**config.mk**
```make
export PLATFORM = sky130hd
export DESIGN_NAME = ldsc_top
export DESIGN_NICKNAME = d
export VERILOG_FILES = /design/src/rtl/ldsc_self_test.v /design/src/rtl/ldsc_top.v
export VERILOG_INCLUDE_DIRS = /design/src /design/src/rtl
export SDC_FILE = /design/constraint.sdc
export NUM_CORES = 1
export LEC_CHECK = 0
export BUFFER_PORTS_ARGS = -buffer_cell sky130_fd_sc_hd__buf_2
export CELL_PAD_IN_SITES_DETAIL_PLACEMENT = 0
export CELL_PAD_IN_SITES_GLOBAL_PLACEMENT = 2
export CORE_MARGIN = 2
export CORE_UTILIZATION = 39
export DETAILED_ROUTE_END_ITERATION = 8
export HOLD_SLACK_MARGIN = 0.06
export PLACE_DENSITY = 0.88
export SETUP_SLACK_MARGIN = 0.2
export SYNTH_ARGS = -nofsm -noshare
export SYNTH_HDL_FRONTEND = slang
export SYNTH_SLANG_ARGS = --single-unit
```
**constraint.sdc**
```tcl
create_clock -name clk -period 2.55 [get_ports clk]
set_input_delay 0.255 -clock clk [delete_from_list [all_inputs] [get_ports clk]]
set_output_delay 0.255 -clock clk [all_outputs]
set_load 0.01 [all_outputs]
```
**src/rtl/ldsc_map.vh**
```
// constants and register map of the laser drive safety control block
//
// Functional notes
// - no fault and no self-test window: supply gate output held low, laser supply connected.
// - drive pin shorted to ground or supply: supply gate output goes high.
// - ground path at drive pin trips detector, cuts current, raises gate.
// - detector tests itself by pulling drive pin low with supply gated off.
// - self-test failing because pin stays high counts as a laser fault.
// - any calibration field bit (3:1) set selects continuous drive while the code pair and the range fields (7:6) of the control pair match.
`ifndef LDSC_MAP_VH
`define LDSC_MAP_VH

// ==========================================================
// register offsets
`define LDSC_ADDR_CTRL_PRIMARY 7'h1a
`define LDSC_ADDR_CODE         7'h1c
`define LDSC_ADDR_CODE_INV     7'h1d
`define LDSC_ADDR_CTRL_MIRROR  7'h1f

// ==========================================================
// field positions
`define LDSC_RANGE_HI   7
`define LDSC_RANGE_LO   6
`define LDSC_CAL_HI     3
`define LDSC_CAL_LO     1
`define LDSC_RANGE_LOW  2'h1

// ==========================================================
// reset values
`define LDSC_RST_CTRL_PRIMARY 8'h40
`define LDSC_RST_CTRL_MIRROR  8'h80
`define LDSC_RST_CODE         8'h00
`define LDSC_RST_CODE_INV     8'hff

// ==========================================================
// self-test timing
`define LDSC_TEST_PERIOD_US  16'd100
`define LDSC_TEST_PULL_NS    16'd800
`define LDSC_CLK_NS          16'd8
// counts in clock cycles, period_us * 1000 / clk_ns and pull_ns / clk_ns;
// written out because the 16-bit product 100 * 1000 would wrap
`define LDSC_TEST_PERIOD_CYC 16'd12500
`define LDSC_TEST_PULL_CYC   16'd100

`endif

```
**src/rtl/ldsc_self_test.v**
```verilog
// periodic self-test sequencer of the drive pin fault detector
`timescale 1ns/1ps
`include "ldsc_map.vh"
module ldsc_self_test (
  // clock and reset
  input  wire       clk,
  input  wire       reset,
  // pin observation
  input  wire       pin_low,
  // results
  output reg        test_active,
  output reg        test_fail
);
  localparam S_WAIT = 2'b01;
  localparam S_PULL = 2'b10;

  reg [1:0]  state;
  reg [15:0] count;

  // ==========================================================
  // wait, then gate supply and pull pin low; pin must follow at window end
  always @(posedge clk or posedge reset) begin
    if (reset) begin
      state       <= S_WAIT;
      count       <= 16'h0000;
      test_active <= 1'b0;
      test_fail   <= 1'b0;
    end else begin
      test_fail <= 1'b0;
      case (state)
        S_WAIT: begin
          if (count >= `LDSC_TEST_PERIOD_CYC - 16'd1) begin
            count       <= 16'h0000;
            state       <= S_PULL;
            test_active <= 1'b1;
          end else begin
            count <= count + 16'd1;
          end
        end
        S_PULL: begin
          if (count >= `LDSC_TEST_PULL_CYC - 16'd1) begin
            count       <= 16'h0000;
            state       <= S_WAIT;
            test_active <= 1'b0;
            test_fail   <= ~pin_low;
          end else begin
            count <= count + 16'd1;
          end
        end
        default: begin
          state       <= S_WAIT;
          count       <= 16'h0000;
          test_active <= 1'b0;
        end
      endcase
    end
  end
endmodule

```
**src/rtl/ldsc_top.v**
```verilog
// laser drive safety control: register file, drive control and fault latch
`timescale 1ns/1ps
`include "ldsc_map.vh"
module ldsc_top (
  // clock and reset
  input  wire       clk,
  input  wire       reset,
  // register write/read port from the serial block
  input  wire       reg_write,
  input  wire [6:0] reg_addr,
  input  wire [7:0] reg_wdata,
  output reg  [7:0] reg_rdata,
  // analog comparator results at the drive pin
  input  wire       pin_short_gnd,
  input  wire       pin_short_supply,
  input  wire       pin_low,
  // laser drive
  input  wire       frame_pulse,
  output reg        laser_supply_gate_n,
  output reg        drive_current_on,
  output reg        drive_pull_low,
  output reg  [7:0] drive_current,
  output reg  [1:0] drive_range,
  output reg        config_valid,
  output reg        laser_fault
);
  reg  [7:0] laser_control_primary;
  reg  [7:0] drive_current_code;
  reg  [7:0] drive_current_code_inverse;
  reg  [7:0] laser_control_mirror;
  wire       test_active;
  wire       test_fail;
  wire       cal_mode;
  wire       pair_ok;
  wire       fault_now;

  // decode of a register address, used by write and read paths
  function hit;
    input [6:0] a;
    input [6:0] b;
    begin
      hit = (a == b);
    end
  endfunction

  ldsc_self_test u_test (
    .clk         (clk),
    .reset       (reset),
    .pin_low     (pin_low),
    .test_active (test_active),
    .test_fail   (test_fail)
  );

  // ==========================================================
  // registers written by the host; the host restores them after reset
  always @(posedge clk or posedge reset) begin
    if (reset) begin
      laser_control_primary      <= `LDSC_RST_CTRL_PRIMARY;
      drive_current_code         <= `LDSC_RST_CODE;
      drive_current_code_inverse <= `LDSC_RST_CODE_INV;
      laser_control_mirror       <= `LDSC_RST_CTRL_MIRROR;
    end else if (reg_write) begin
      if (hit(reg_addr, `LDSC_ADDR_CTRL_PRIMARY))
        laser_control_primary <= reg_wdata;
      if (hit(reg_addr, `LDSC_ADDR_CODE))
        drive_current_code <= reg_wdata;
      if (hit(reg_addr, `LDSC_ADDR_CODE_INV))
        drive_current_code_inverse <= reg_wdata;
      if (hit(reg_addr, `LDSC_ADDR_CTRL_MIRROR))
        laser_control_mirror <= reg_wdata;
    end
  end

  // read data registered; unmapped addresses read zero
  always @(posedge clk or posedge reset) begin
    if (reset) begin
      reg_rdata <= 8'h00;
    end else begin
      reg_rdata <= hit(reg_addr, `LDSC_ADDR_CTRL_PRIMARY) ? laser_control_primary :
                   hit(reg_addr, `LDSC_ADDR_CODE)         ? drive_current_code :
                   hit(reg_addr, `LDSC_ADDR_CODE_INV)     ? drive_current_code_inverse :
                   hit(reg_addr, `LDSC_ADDR_CTRL_MIRROR)  ? laser_control_mirror :
                   8'h00;
    end
  end

  // ==========================================================
  // drive control
  // any non-zero calibration field selects continuous drive
  assign cal_mode = |laser_control_primary[`LDSC_CAL_HI:`LDSC_CAL_LO];
  // a mismatched complement pair keeps the current off: safer than guessing
  assign pair_ok = (drive_current_code == ~drive_current_code_inverse) &&
                   (laser_control_primary[`LDSC_RANGE_HI:`LDSC_RANGE_LO] ==
                    ~laser_control_mirror[`LDSC_RANGE_HI:`LDSC_RANGE_LO]);
  assign fault_now = pin_short_gnd | pin_short_supply | test_fail;

  // fault latch: only reset releases it
  always @(posedge clk or posedge reset) begin
    if (reset)
      laser_fault <= 1'b0;
    else if (fault_now)
      laser_fault <= 1'b1;
  end

  // outputs, each from a flip-flop
  always @(posedge clk or posedge reset) begin
    if (reset) begin
      laser_supply_gate_n <= 1'b1;
      drive_current_on    <= 1'b0;
      drive_pull_low      <= 1'b0;
      drive_current       <= 8'h00;
      drive_range         <= `LDSC_RANGE_LOW;
      config_valid        <= 1'b0;
    end else begin
      config_valid  <= pair_ok;
      drive_current <= drive_current_code;
      drive_range   <= laser_control_primary[`LDSC_RANGE_HI:`LDSC_RANGE_LO];
      if (laser_fault | fault_now) begin
        laser_supply_gate_n <= 1'b1;
        drive_current_on    <= 1'b0;
        drive_pull_low      <= 1'b0;
      end else if (test_active) begin
        laser_supply_gate_n <= 1'b1;
        drive_current_on    <= 1'b0;
        drive_pull_low      <= 1'b1;
      end else begin
        laser_supply_gate_n <= 1'b0;
        drive_current_on    <= pair_ok & (cal_mode | frame_pulse);
        drive_pull_low      <= 1'b0;
      end
    end
  end
endmodule

```
Word level (Yosys, flattened, before mapping)
Cells that the tools add are included.
{"block": "op_classes", "bitwise": 8, "n_eq_ne": 10, "add_sub_neg": 1, "mux": 20, "magnitude_cmp": 2, "reduce_logical": 7}
{"operator": "$mux 16", "count": 2}
{"operator": "$mux 8", "count": 4}
{"operator": "$pmux 16 s2", "count": 1}
{"operator": "$eq 7x5->1 const B", "count": 4}
{"operator": "$add 16x1->16 const B", "count": 1}
{"operator": "$ge 16x14->1 const B", "count": 1}
{"operator": "$ge 16x7->1 const B", "count": 1}
{"operator": "$reduce_and 2->1", "count": 5}
{"operator": "$mux 1", "count": 9}
{"operator": "$eq 8x8->1", "count": 1}
{"operator": "$not 8->8", "count": 1}
{"operator": "$mux 2", "count": 2}
{"operator": "$ne 2x1->1 const B", "count": 2}
{"operator": "$or 1x1->1", "count": 4}
{"operator": "$pmux 2 s2", "count": 1}
{"operator": "$reduce_or 3->1", "count": 1}
{"operator": "$eq 2x1->1 const B", "count": 1}
{"operator": "$eq 2x2->1", "count": 1}
{"operator": "$eq 2x2->1 const B", "count": 1}
{"operator": "$not 2->2", "count": 1}
{"operator": "$pmux 1 s2", "count": 1}
{"operator": "$and 1x1->1", "count": 1}
{"operator": "$logic_and 1x1->1", "count": 1}
{"operator": "$not 1->1", "count": 1}
{"block": "totals", "wordCells": 64, "ff_bits": 75}

Depth between registers and ports, before layout
Gate-level depths: netlist (run 1).
{"block": "depth", "ltp_word": 6, "depth_mapped": 6, "depth_no_buf": 5}

Modules after synthesis
Synthesis (run 1) repeated with hierarchy kept, for this count alone.
{"block": "hier_totals", "cells_unflattened": 244, "area_unflattened_um2": 3306.9}
{"mod": "ldsc_top", "area_each_um2": 2314.7, "cells_per_inst": 148, "n_inst": 1}
{"mod": "ldsc_self_test", "area_each_um2": 992.2, "cells_per_inst": 96, "n_inst": 1}

Worst setup path after synthesis (run 1)
No wires, ideal clock.
{"block": "synth_path", "kind": "reg-to-reg", "start": "reg u_test.count[0]", "end": "reg u_test.count[13]", "setup_time_ns": 0.073, "stages_incl_launch_ff": 7, "path_slack_ns": 0.766, "path_buffers": 1, "arrival_time_ns": 1.711, "t_required_ns": 2.477, "cell_sequence": "dfrtp_1 ha_1 nor3_2 a21oi_1 or4_4 buf_6 a21oi_2"}
{"block": "synth_via", "elab_chain_len": 3, "elab_cells_between_ends": 6, "classes_between": "1 x add/sub; 2 x order compare; 3 x mux"}
{"item": "start: declaration", "line": "ldsc_self_test.v:18", "source": "reg [15:0] count;"}
{"item": "start signal: assignment", "line": "ldsc_self_test.v:37", "source": "count <= count + 16'd1;"}
{"item": "start signal: assignment", "line": "ldsc_self_test.v:47", "source": "count <= count + 16'd1;"}
{"item": "$add 16x1->16 (tied with other cells)", "line": "ldsc_self_test.v:37, ldsc_self_test.v:47"}
{"item": "$mux 16 (on tied branches)", "line": "ldsc_self_test.v:41, ldsc_self_test.v:32"}
{"item": "$pmux 16 s2 (*)", "line": "ldsc_self_test.v:30", "source": "case (state)"}
Mark *: on every way between the ends. The rest lies on a longest branch, timed or not.
A chain may end at the register's enable or synchronous reset.

Worst setup path in the final report (run 1)
{"block": "layout_path", "start": "reg u_test.count[0]", "end": "reg u_test.count[11]"}
The elaborated chain is that of the path after synthesis.

==> results of run 1 <==
[layout make-up]
type	count	area (µm²)	share of cell area, %
Sequential cell	74	1870	49.1
Multi-Input combinational cell	159	1280	33.6
Timing Repair Buffer	51	288	7.56
Clock buffer	12	155	4.08
Tap cell	105	131	3.45
Clock inverter	4	50.0	1.32
Inverter	9	33.8	0.888
[synth_stat cells, types with 2 or more instances]
library cell / instances / area share, %
nand4_1: 5 / 0.98
buf_2: 3 / 0.47
mux2_2: 40 / 14
inv_1: 9 / 1.1
nand3_1: 5 / 0.78
nor2_1: 7 / 0.82
dfrtp_1: 61 / 48
xnor2_1: 11 / 3.0
nor3_1: 4 / 0.63
a22oi_1: 8 / 1.9
nand2b_1: 2 / 0.39
nor2_2: 3 / 0.59
a21oi_1: 5 / 0.78
xor2_1: 9 / 2.5
nand2_1: 15 / 1.8
ha_1: 3 / 1.2
a21oi_2: 10 / 2.7
o21ai_0: 9 / 1.4
nor4_1: 4 / 0.78
dfstp_2: 13 / 11
[critical path, stage by stage (launching register included)]
cell	delay [ns]
dfrtp_1	0.42
ha_1	0.27
nor3_2	0.15
a21oi_1	0.12
or4_4	0.67
o2bb2a_1	0.28
[stage by stage]
stage,hold slack [ns],instance area (µm²)
floorplan,0.371,3210
global placement,0.249,3590
detailed placement,0.254,3590
CTS,0.160,3800
global route,0.174,3800
finish,0.166,3800
[cell families after synthesis]
family	Yosys count
AO/OA/AOI/OAI	39
multiplexers	40
flip-flops	74
other	1
adder cells (fa/ha/maj)	3
buffers and inverters	13
AND/OR/NAND/NOR	55
XOR/XNOR	20
[worst max-delay path by stage]
stage | depth (start not counted) | slack [ns] | from | to
final | 5 | 0.59 | u_test.count[0] | u_test.count[11]
after CTS | 5 | 0.57 | u_test.count[0] | u_test.count[11]
after global placement | 5 | 0.61 | u_test.count[0] | u_test.count[11]
after global routing | 5 | 0.48 | u_test.count[0] | u_test.count[11]
after floorplan | 1 | 0.43 | reset | config_valid
after detailed placement | 5 | 0.59 | u_test.count[0] | u_test.count[11]
[per-layer routing]
metal  wire [µm]  track usage (%)  up-vias
met3         226             2.31       11
met2        2780             21.4       45
met4         106             6.40        0
li1            -                -      998
met1        3050             21.8     1020
met5           0                0        -
[power by group through the flow]
stage	Clock, µW	Combinational, µW	Sequential [µW]
floorplan	0	195	1340
global placement	0	286	1340
detailed placement	0	288	1350
CTS	936	291	1320
global route	984	325	1340
finish	917	287	1320
[flip-flops by register name, summed over array words and instances, names as in the netlist]
register,flops
config_valid,1
drive_current,8
drive_current_code,8
drive_current_code_inverse,8
drive_current_on,1
drive_pull_low,1
drive_range,2
laser_control_mirror,8
laser_control_primary,8
laser_fault,1
laser_supply_gate_n,1
reg_rdata,8
u_test.count,16
u_test.state,1
u_test.test_active,1
u_test.test_fail,1
==> results.json, run 1 <==
{
  "status": "finished clean",
  "cts_root_buf": "clkbuf_8",
  "setup_viol": 0,
  "post_drt_wl_per_cell_um": 14.9,
  "cp.required_ns": 2.82,
  "drt_iter0_drc": 85,
  "final_common_cell": "dfrtp_1",
  "layout_common_cells": "dfrtp_1 (61), buf_2 (44), mux2_2 (40)",
  "internal_power_uw": 1900,
  "antenna_found_initial": 0,
  "cts_setup_buffers": 0,
  "cts.htree.levels": 3,
  "grt_max_degree": 60,
  "drive_gt1_share_pct": 44.7,
  "syn2layout_area_growth_pct": 18.8,
  "grt_pass1_wl_um": 10000,
  "hp-class": "in -> reg",
  "die_area_um2": 8950,
  "swShare_pct": 24.8,
  "fin_cells": 414,
  "tightest_slew_ns": 0.541,
  "dpl.hpwl_um": 4190,
  "p_leak_uw": 0.00176,
  "ir_drop_mv": 0.309,
  "holdPathStages": 3,
  "relSlewSlack_pct": 63.9,
  "syn-cell-area_um2": 3200,
  "yosys.area_share.adder_pct": 1.17,
  "cts.repair.resized": 0,
  "dp.cells": 397,
  "grt_overflow_total": 0,
  "powerDensity_nw_per_um2": 664,
  "finClkSkew_ns": 0.00498,
  "p_clk_share_pct": 36.3,
  "hold_viol": 0,
  "ys_seq_area_share_pct": 58.3,
  "vias": 2074,
  "cts.sinks": 74,
  "p_comb_share_pct": 11.3,
  "reg2reg_slack_ns": 0.59,
  "yosysWarnings": 0,
  "worstSetupEndpointType": "flop",
  "max_freq_mhz": 509,
  "synth-xor-area-share_pct": 5.47,
  "synthFlopType": "dfrtp_1",
  "cts_max_path_buffers": 2,
  "die_h_um": 94.6,
  "period_share_pct": 77.0,
  "final_max_slew_viol_count": 0,
  "synthesis.instances": 245,
  "rows": 33,
  "firstDrtPassIters": 4,
  "synth_mux_area_share_pct": 14.1,
  "fill_cells": 766,
  "async_reset_ff_share_pct": 100,
  "yosys.cell_types.count": 39,
  "seqPwrFrac_pct": 52.4,
  "rr_endpoint": "u_test.count[11]",
  "ant_nets": 0,
  "synth_top_family_by_area": "multiplexers",
  "viasPerCell": 5.01,
  "diodes": 0,
  "rsz0062_at_grt": "false",
  "numCtsBuffers": 9,
  "port_buffers": 44,
  "io_pins": 45,
  "start_util_pct": 39.6,
  "path_max_fanout": 14,
  "path_clk_slew_ns": 0.07,
  "fin_util_pct": 47.0,
  "power.net_switching_uw": 626,
  "cts_tree": "done",
  "routed_wl_um": 6170,
  "gp_congestion": 0.762,
  "fin_setup_tns_ns": 0,
  "drv_cap": 0,
  "dp_slack_ns": 0.589,
  "fin_ws_ns": 0.586,
  "p_total_uw": 2530,
  "track_usage_pct": 14.7,
  "r2r_start": "u_test.count[0]",
  "synth_compound_area_share_pct": 8.67,
  "nNetsFinal": 329,
  "drc_errors": 0,
  "crit_arrival_ns": 2.24,
  "synth-edff-count": 0,
  "core-area_um2": 8090,
  "hp-start": "pin_low",
  "clkLatencyLatePin_ns": 0.34,
  "hold_end": "u_test.test_fail",
  "first_global_vias": 1971,
  "start_kind": "flop",
  "period_minus_slack_ns": 1.96,
  "r2r_cells": 5,
  "avgSynthCellArea_um2": 13.1,
  "worstSetupPathType": "reg -> reg",
  "die_w_um": 94.6,
  "synthSimpleGateAreaFrac_pct": 10.3,
  "ys_ff_latch": 74,
  "holdBufCountCts": 1
}
(Power assumes the default switching activity.)
==> run 2: changes to the inputs <==
Settings changed: CORE_UTILIZATION 39 to 35, PLACE_DENSITY 0.88 to 0.84.
Clock period 2.55 ns to 1.8 ns, I/O delays scaled along.
==> run 2 against run 1 <==
Net effect:
- die area increased by 11%
- non-clock buffer count increased by 28
- routed wire length increased by 9.2%
- global-route usage decreased by 0.34 points
- highest routed layer unchanged
==> results.json, run 2 (synthesis results as in run 1) <==
{
  "status": "finished clean",
  "rsz0062_at_grt": "true",
  "post_drt_wl_per_cell_um": 15.1,
  "fin_cells": 445,
  "cts_root_buf": "clkbuf_8",
  "worstSetupPathType": "reg -> reg",
  "final_max_slew_viol_count": 0,
  "antenna_found_initial": 0,
  "start_util_pct": 36.4,
  "layout_common_cells": "dfrtp_1 (61), buf_2 (44), mux2_2 (40)",
  "clkLatencyLatePin_ns": 0.35,
  "cts_max_path_buffers": 2,
  "vias": 2185,
  "firstDrtPassIters": 4,
  "crit_arrival_ns": 2.01,
  "max_freq_mhz": 581,
  "use_met2_pct": 22.2,
  "grtUsageMet3_pct": 3.72,
  "nNetsFinal": 357,
  "p_clk_share_pct": 36.8,
  "core-area_um2": 8810,
  "period_minus_slack_ns": 1.72,
  "drive_gt1_share_pct": 51.9,
  "routed_wl_um": 6740,
  "period_share_pct": 95.7,
  "cts.sinks": 74,
  "reg2reg_slack_ns": 0.08,
  "fin_setup_tns_ns": 0,
  "drv_cap": 0,
  "numCtsBuffers": 9,
  "r2r_start": "u_test.count[10]",
  "hp-class": "in -> reg",
  "die_area_um2": 9930,
  "rr_endpoint": "u_test.count[13]",
  "ir_drop_mv": 0.345,
  "grt-busiest-layer": "met2",
  "rows": 34,
  "syn2layout_area_growth_pct": 28.6,
  "seqPwrFrac_pct": 49.4,
  "path_max_fanout": 7,
  "grt_overflow_total": 0,
  "path_clk_slew_ns": 0.08,
  "grt_max_degree": 39,
  "io_pins": 45,
  "dp.cells": 420,
  "die_w_um": 99.7,
  "p_leak_uw": 0.00191,
  "p_comb_share_pct": 13.8,
  "setup_viol": 0,
  "swShare_pct": 25.1,
  "dpl.hpwl_um": 4800,
  "cts.htree.levels": 3,
  "drc_errors": 0,
  "r2r_cells": 5,
  "ant_nets": 0,
  "finClkSkew_ns": 0.0102,
  "tightest_slew_ns": 0.559,
  "first_global_vias": 2213,
  "cts_tree": "done",
  "use_met1_pct": 19.2,
  "relSlewSlack_pct": 62.7,
  "hold_viol": 0,
  "internal_power_uw": 2850,
  "start_kind": "flop",
  "track_usage_pct": 14.4,
  "largest_reg_flops": 16,
  "hold_end": "laser_fault",
  "power.net_switching_uw": 953,
  "final_common_cell": "dfrtp_1",
  "worstSetupEndpointType": "flop",
  "diodes": 0,
  "cp.required_ns": 2.09,
  "die_h_um": 99.7,
  "fill_cells": 813,
  "hp-start": "pin_short_gnd",
  "gp_congestion": 0.790,
  "regMostFlops": "u_test.count",
  "viasPerCell": 4.91,
  "holdPathStages": 2,
  "grt_pass1_wl_um": 11000,
  "drt_iter0_drc": 54,
  "port_buffers": 44,
  "powerDensity_nw_per_um2": 922
}
[run 2: cell count changes in the layout (fill, tap and decap cells not counted), moves of 2 or more]
cell      change
xor2_1        -2
buf_6         +2
nor4_2        +2
nor3_2        +2
nor4_1        -2
buf_4        +24
xor2_2        +2
ha_1          -2
nor3_1        -2
clkbuf_8      -2
[run 2: stage by stage]
step,hold WS [ns],setup WS (ns),cell area (µm²),total power [µW],utilization [%]
5_1_grt,0.0779,0.00890,4120,3970,46.8
3_3_place_gp,0.205,0.0762,3760,2350,42.7
6_report,0.0753,0.0775,4120,3800,46.8
4_1_cts,0.0640,0.0497,4060,3790,46.1
2_1_floorplan,0.325,0.0997,3220,2180,-
3_5_place_dp,0.207,0.0350,3760,2360,42.7
[run 2: worst max-delay path by stage]
stage,depth (start not counted),endpoint,start
after CTS,6,u_test.count[13],u_test.count[1]
after global routing,5,u_test.count[13],u_test.count[10]
after floorplan,5,u_test.count[13],u_test.count[10]
after detailed placement,5,u_test.count[8],u_test.count[10]
after global placement,5,u_test.count[10],u_test.count[10]
final,5,u_test.count[13],u_test.count[10]
[run 2: timing repair]
item                       in CTS  in global routing
gates resized for setup         6                  5
setup endpoints to repair      15                 18
hold buffers                    2                  0
hold endpoints to repair       16                  0
buffers inserted                4                  3
pin swaps                       2                  1
[run 2: area by class of cell]
| class | instances | area (µm²) | share of cell area (%) |
|---|---|---|---|
| well taps | 108 | 135 | 3.28 |
| inverters | 9 | 37.5 | 0.911 |
| repair buffers | 79 | 520 | 12.6 |
| flip-flops and latches | 74 | 1870 | 45.3 |
| clock buffers | 10 | 128 | 3.10 |
| clock inverters | 6 | 88.8 | 2.16 |
| multi-input cells | 159 | 1340 | 32.6 |
[run 2: power groups by stage]
stage	combinational [µW]	sequential [µW]	clock [µW]
finish	524	1880	1400
global route	587	1890	1490
CTS	475	1880	1440
detailed placement	460	1900	0
global placement	455	1900	0
floorplan	279	1900	0
[run 2: routing by layer]
metal	vias to the layer above	share of wire, %
met5	-	0
met4	0	2.0
met3	12	2.9
met2	35	48
met1	1087	47
li1	1051	-
[run 2: worst max-delay path: stages (launching register included)]
cell,delay (ns)
dfrtp_1,0.41
nor4_4,0.29
nand2_1,0.10
or4_4,0.56
buf_4,0.18
a21oi_2,0.11
==> run 3: changes to the inputs <==
Settings changed: CELL_PAD_IN_SITES_GLOBAL_PLACEMENT 2 to 1, CORE_UTILIZATION 35 to 41, HOLD_SLACK_MARGIN 0.06 to 0.05, PLACE_DENSITY 0.84 to 0.83.
==> run 3 against run 2 <==
Net effect:
- sequential share of layout area increased by 1.6 points
- total power decreased by 5.0%
- first-iteration DRC count increased by 130%
- critical path type unchanged
- final area is 3.3% lower
- utilization rose by 5.3 points
- sequential cell count unchanged
- clock skew down 0.0049 ns
- critical path depth shrank 1
- routed wire length is essentially flat
- sequential power hardly changed
- clock-buffer cell count unchanged
- critical endpoint is now u_test.count[11]
==> results.json, run 3 (synthesis results as in run 1) <==
{
  "numCtsBuffers": 9,
  "regMostFlops": "u_test.count",
  "dpl.hpwl_um": 4460,
  "postPlaceCellArea_um2": 3700,
  "firstDrtPassIters": 4,
  "syn2layout_area_growth_pct": 24.4,
  "cts.htree.levels": 3,
  "crit_arrival_ns": 2.02,
  "worstSetupPathType": "reg -> reg",
  "vias": 2197,
  "rows": 32,
  "rsz0062_at_grt": "true",
  "worstSetupEndpointType": "flop",
  "io_pins": 45,
  "p_leak_uw": 0.00185,
  "clkLatencyLatePin_ns": 0.34,
  "fill_cells": 669,
  "start_kind": "flop",
  "fin_ws_ns": 0.0663,
  "die_h_um": 92.4,
  "layout_common_cells": "dfrtp_1 (61), buf_2 (44), mux2_2 (40)",
  "antenna_found_initial": 0,
  "hp-class": "in -> reg",
  "grt_pass1_wl_um": 11200,
  "drc_errors": 0,
  "drt_iter0_drc": 126,
  "drive_gt1_share_pct": 50.0,
  "port_buffers": 44,
  "grt_overflow_total": 0,
  "hold_viol": 0,
  "gp_congestion": 0.767,
  "nNetsFinal": 346,
  "cts.sinks": 74,
  "finClkSkew_ns": 0.00530,
  "start_util_pct": 41.9,
  "ant_nets": 0,
  "grt_max_degree": 41,
  "period_share_pct": 96.3,
  "first_global_vias": 2233,
  "cts_root_buf": "clkbuf_8",
  "setup_viol": 0,
  "cts_tree": "done",
  "fin_area_um2": 3980,
  "post_drt_wl_per_cell_um": 15.7,
  "die_w_um": 92.4,
  "fin_setup_tns_ns": 0,
  "path_clk_slew_ns": 0.08,
  "final_common_cell": "dfrtp_1",
  "cp.required_ns": 2.09,
  "max_freq_mhz": 577,
  "diodes": 0,
  "ir_drop_mv": 0.511,
  "status": "finished clean",
  "final_max_slew_viol_count": 0,
  "p_total_uw": 3610,
  "core-area_um2": 7650,
  "track_usage_pct": 17.2,
  "die_area_um2": 8530,
  "period_minus_slack_ns": 1.73,
  "largest_reg_flops": 16,
  "drv_cap": 0,
  "dp_slack_ns": 0.00516,
  "routed_wl_um": 6740,
  "cts_max_path_buffers": 2,
  "powerDensity_nw_per_um2": 906,
  "path_max_fanout": 7,
  "viasPerCell": 5.13
}
[run 3: area by class of cell]
type | instances | area (µm²) | share of cell area, %
Timing Repair Buffer | 67 | 408 | 10.2
Tap cell | 102 | 128 | 3.20
Clock buffer | 10 | 128 | 3.20
Sequential cell | 74 | 1870 | 46.9
Multi-Input combinational cell | 160 | 1350 | 33.9
Clock inverter | 6 | 65.1 | 1.63
Inverter | 9 | 37.5 | 0.942
[run 3: power breakdown]
part / switching (µW) / internal [µW]
sequential: 76.4 / 1800
clock: 616 / 643
combinational: 264 / 215
total: 956 / 2650
[run 3: final timing paths]
path | startpoint | end | slack, ns | cells after the start
min in group asynchronous | reset | u_test.count[12] | 0.37 | 3
max reg2reg | u_test.count[11] | u_test.count[11] | 0.07 | 4
min reg2reg | laser_control_primary[6] | drive_range[0] | 0.39 | 0
min | pin_low | u_test.test_fail | 0.07 | 3
max | u_test.count[11] | u_test.count[11] | 0.07 | 4
max in group asynchronous | reset | laser_control_primary[6] | 0.82 | 4
[run 3: per-layer routing]
layer / global-route usage, % / up-vias / wire length [µm]
met5: 0 / - / 0
met4: 5.60 / 0 / 123
met3: 4.64 / 11 / 296
met2: 26.6 / 56 / 3180
met1: 23.6 / 1101 / 3140
li1: - / 1029 / -
[run 3: critical path: stages, from the launching register on]
cell,delay [ns]
dfrtp_1,0.42
nor4_4,0.31
nand2_2,0.12
or4_4,0.60
o2bb2a_4,0.22
[run 3: timing repair]
| action | CTS | global route |
|---|---|---|
| pin swaps | 3 | 5 |
| resized for setup | 6 | 6 |
| setup endpoints to repair | 15 | 16 |
| endpoints found under the hold margin | 14 | 0 |
| setup buffers | 1 | 1 |
| hold buffers | 1 | 0 |
| cloned | 1 | 0 |
[run 3: per-stage QoR]
stage | hold WS, ns | utilization, % | instances
finish | 0.0722 | 52.1 | 428
global route | 0.0831 | 52.1 | 428
CTS | 0.0724 | 51.6 | 427
detailed placement | 0.194 | 48.3 | 408
global placement | 0.190 | 48.3 | 408
floorplan | 0.325 | - | 246
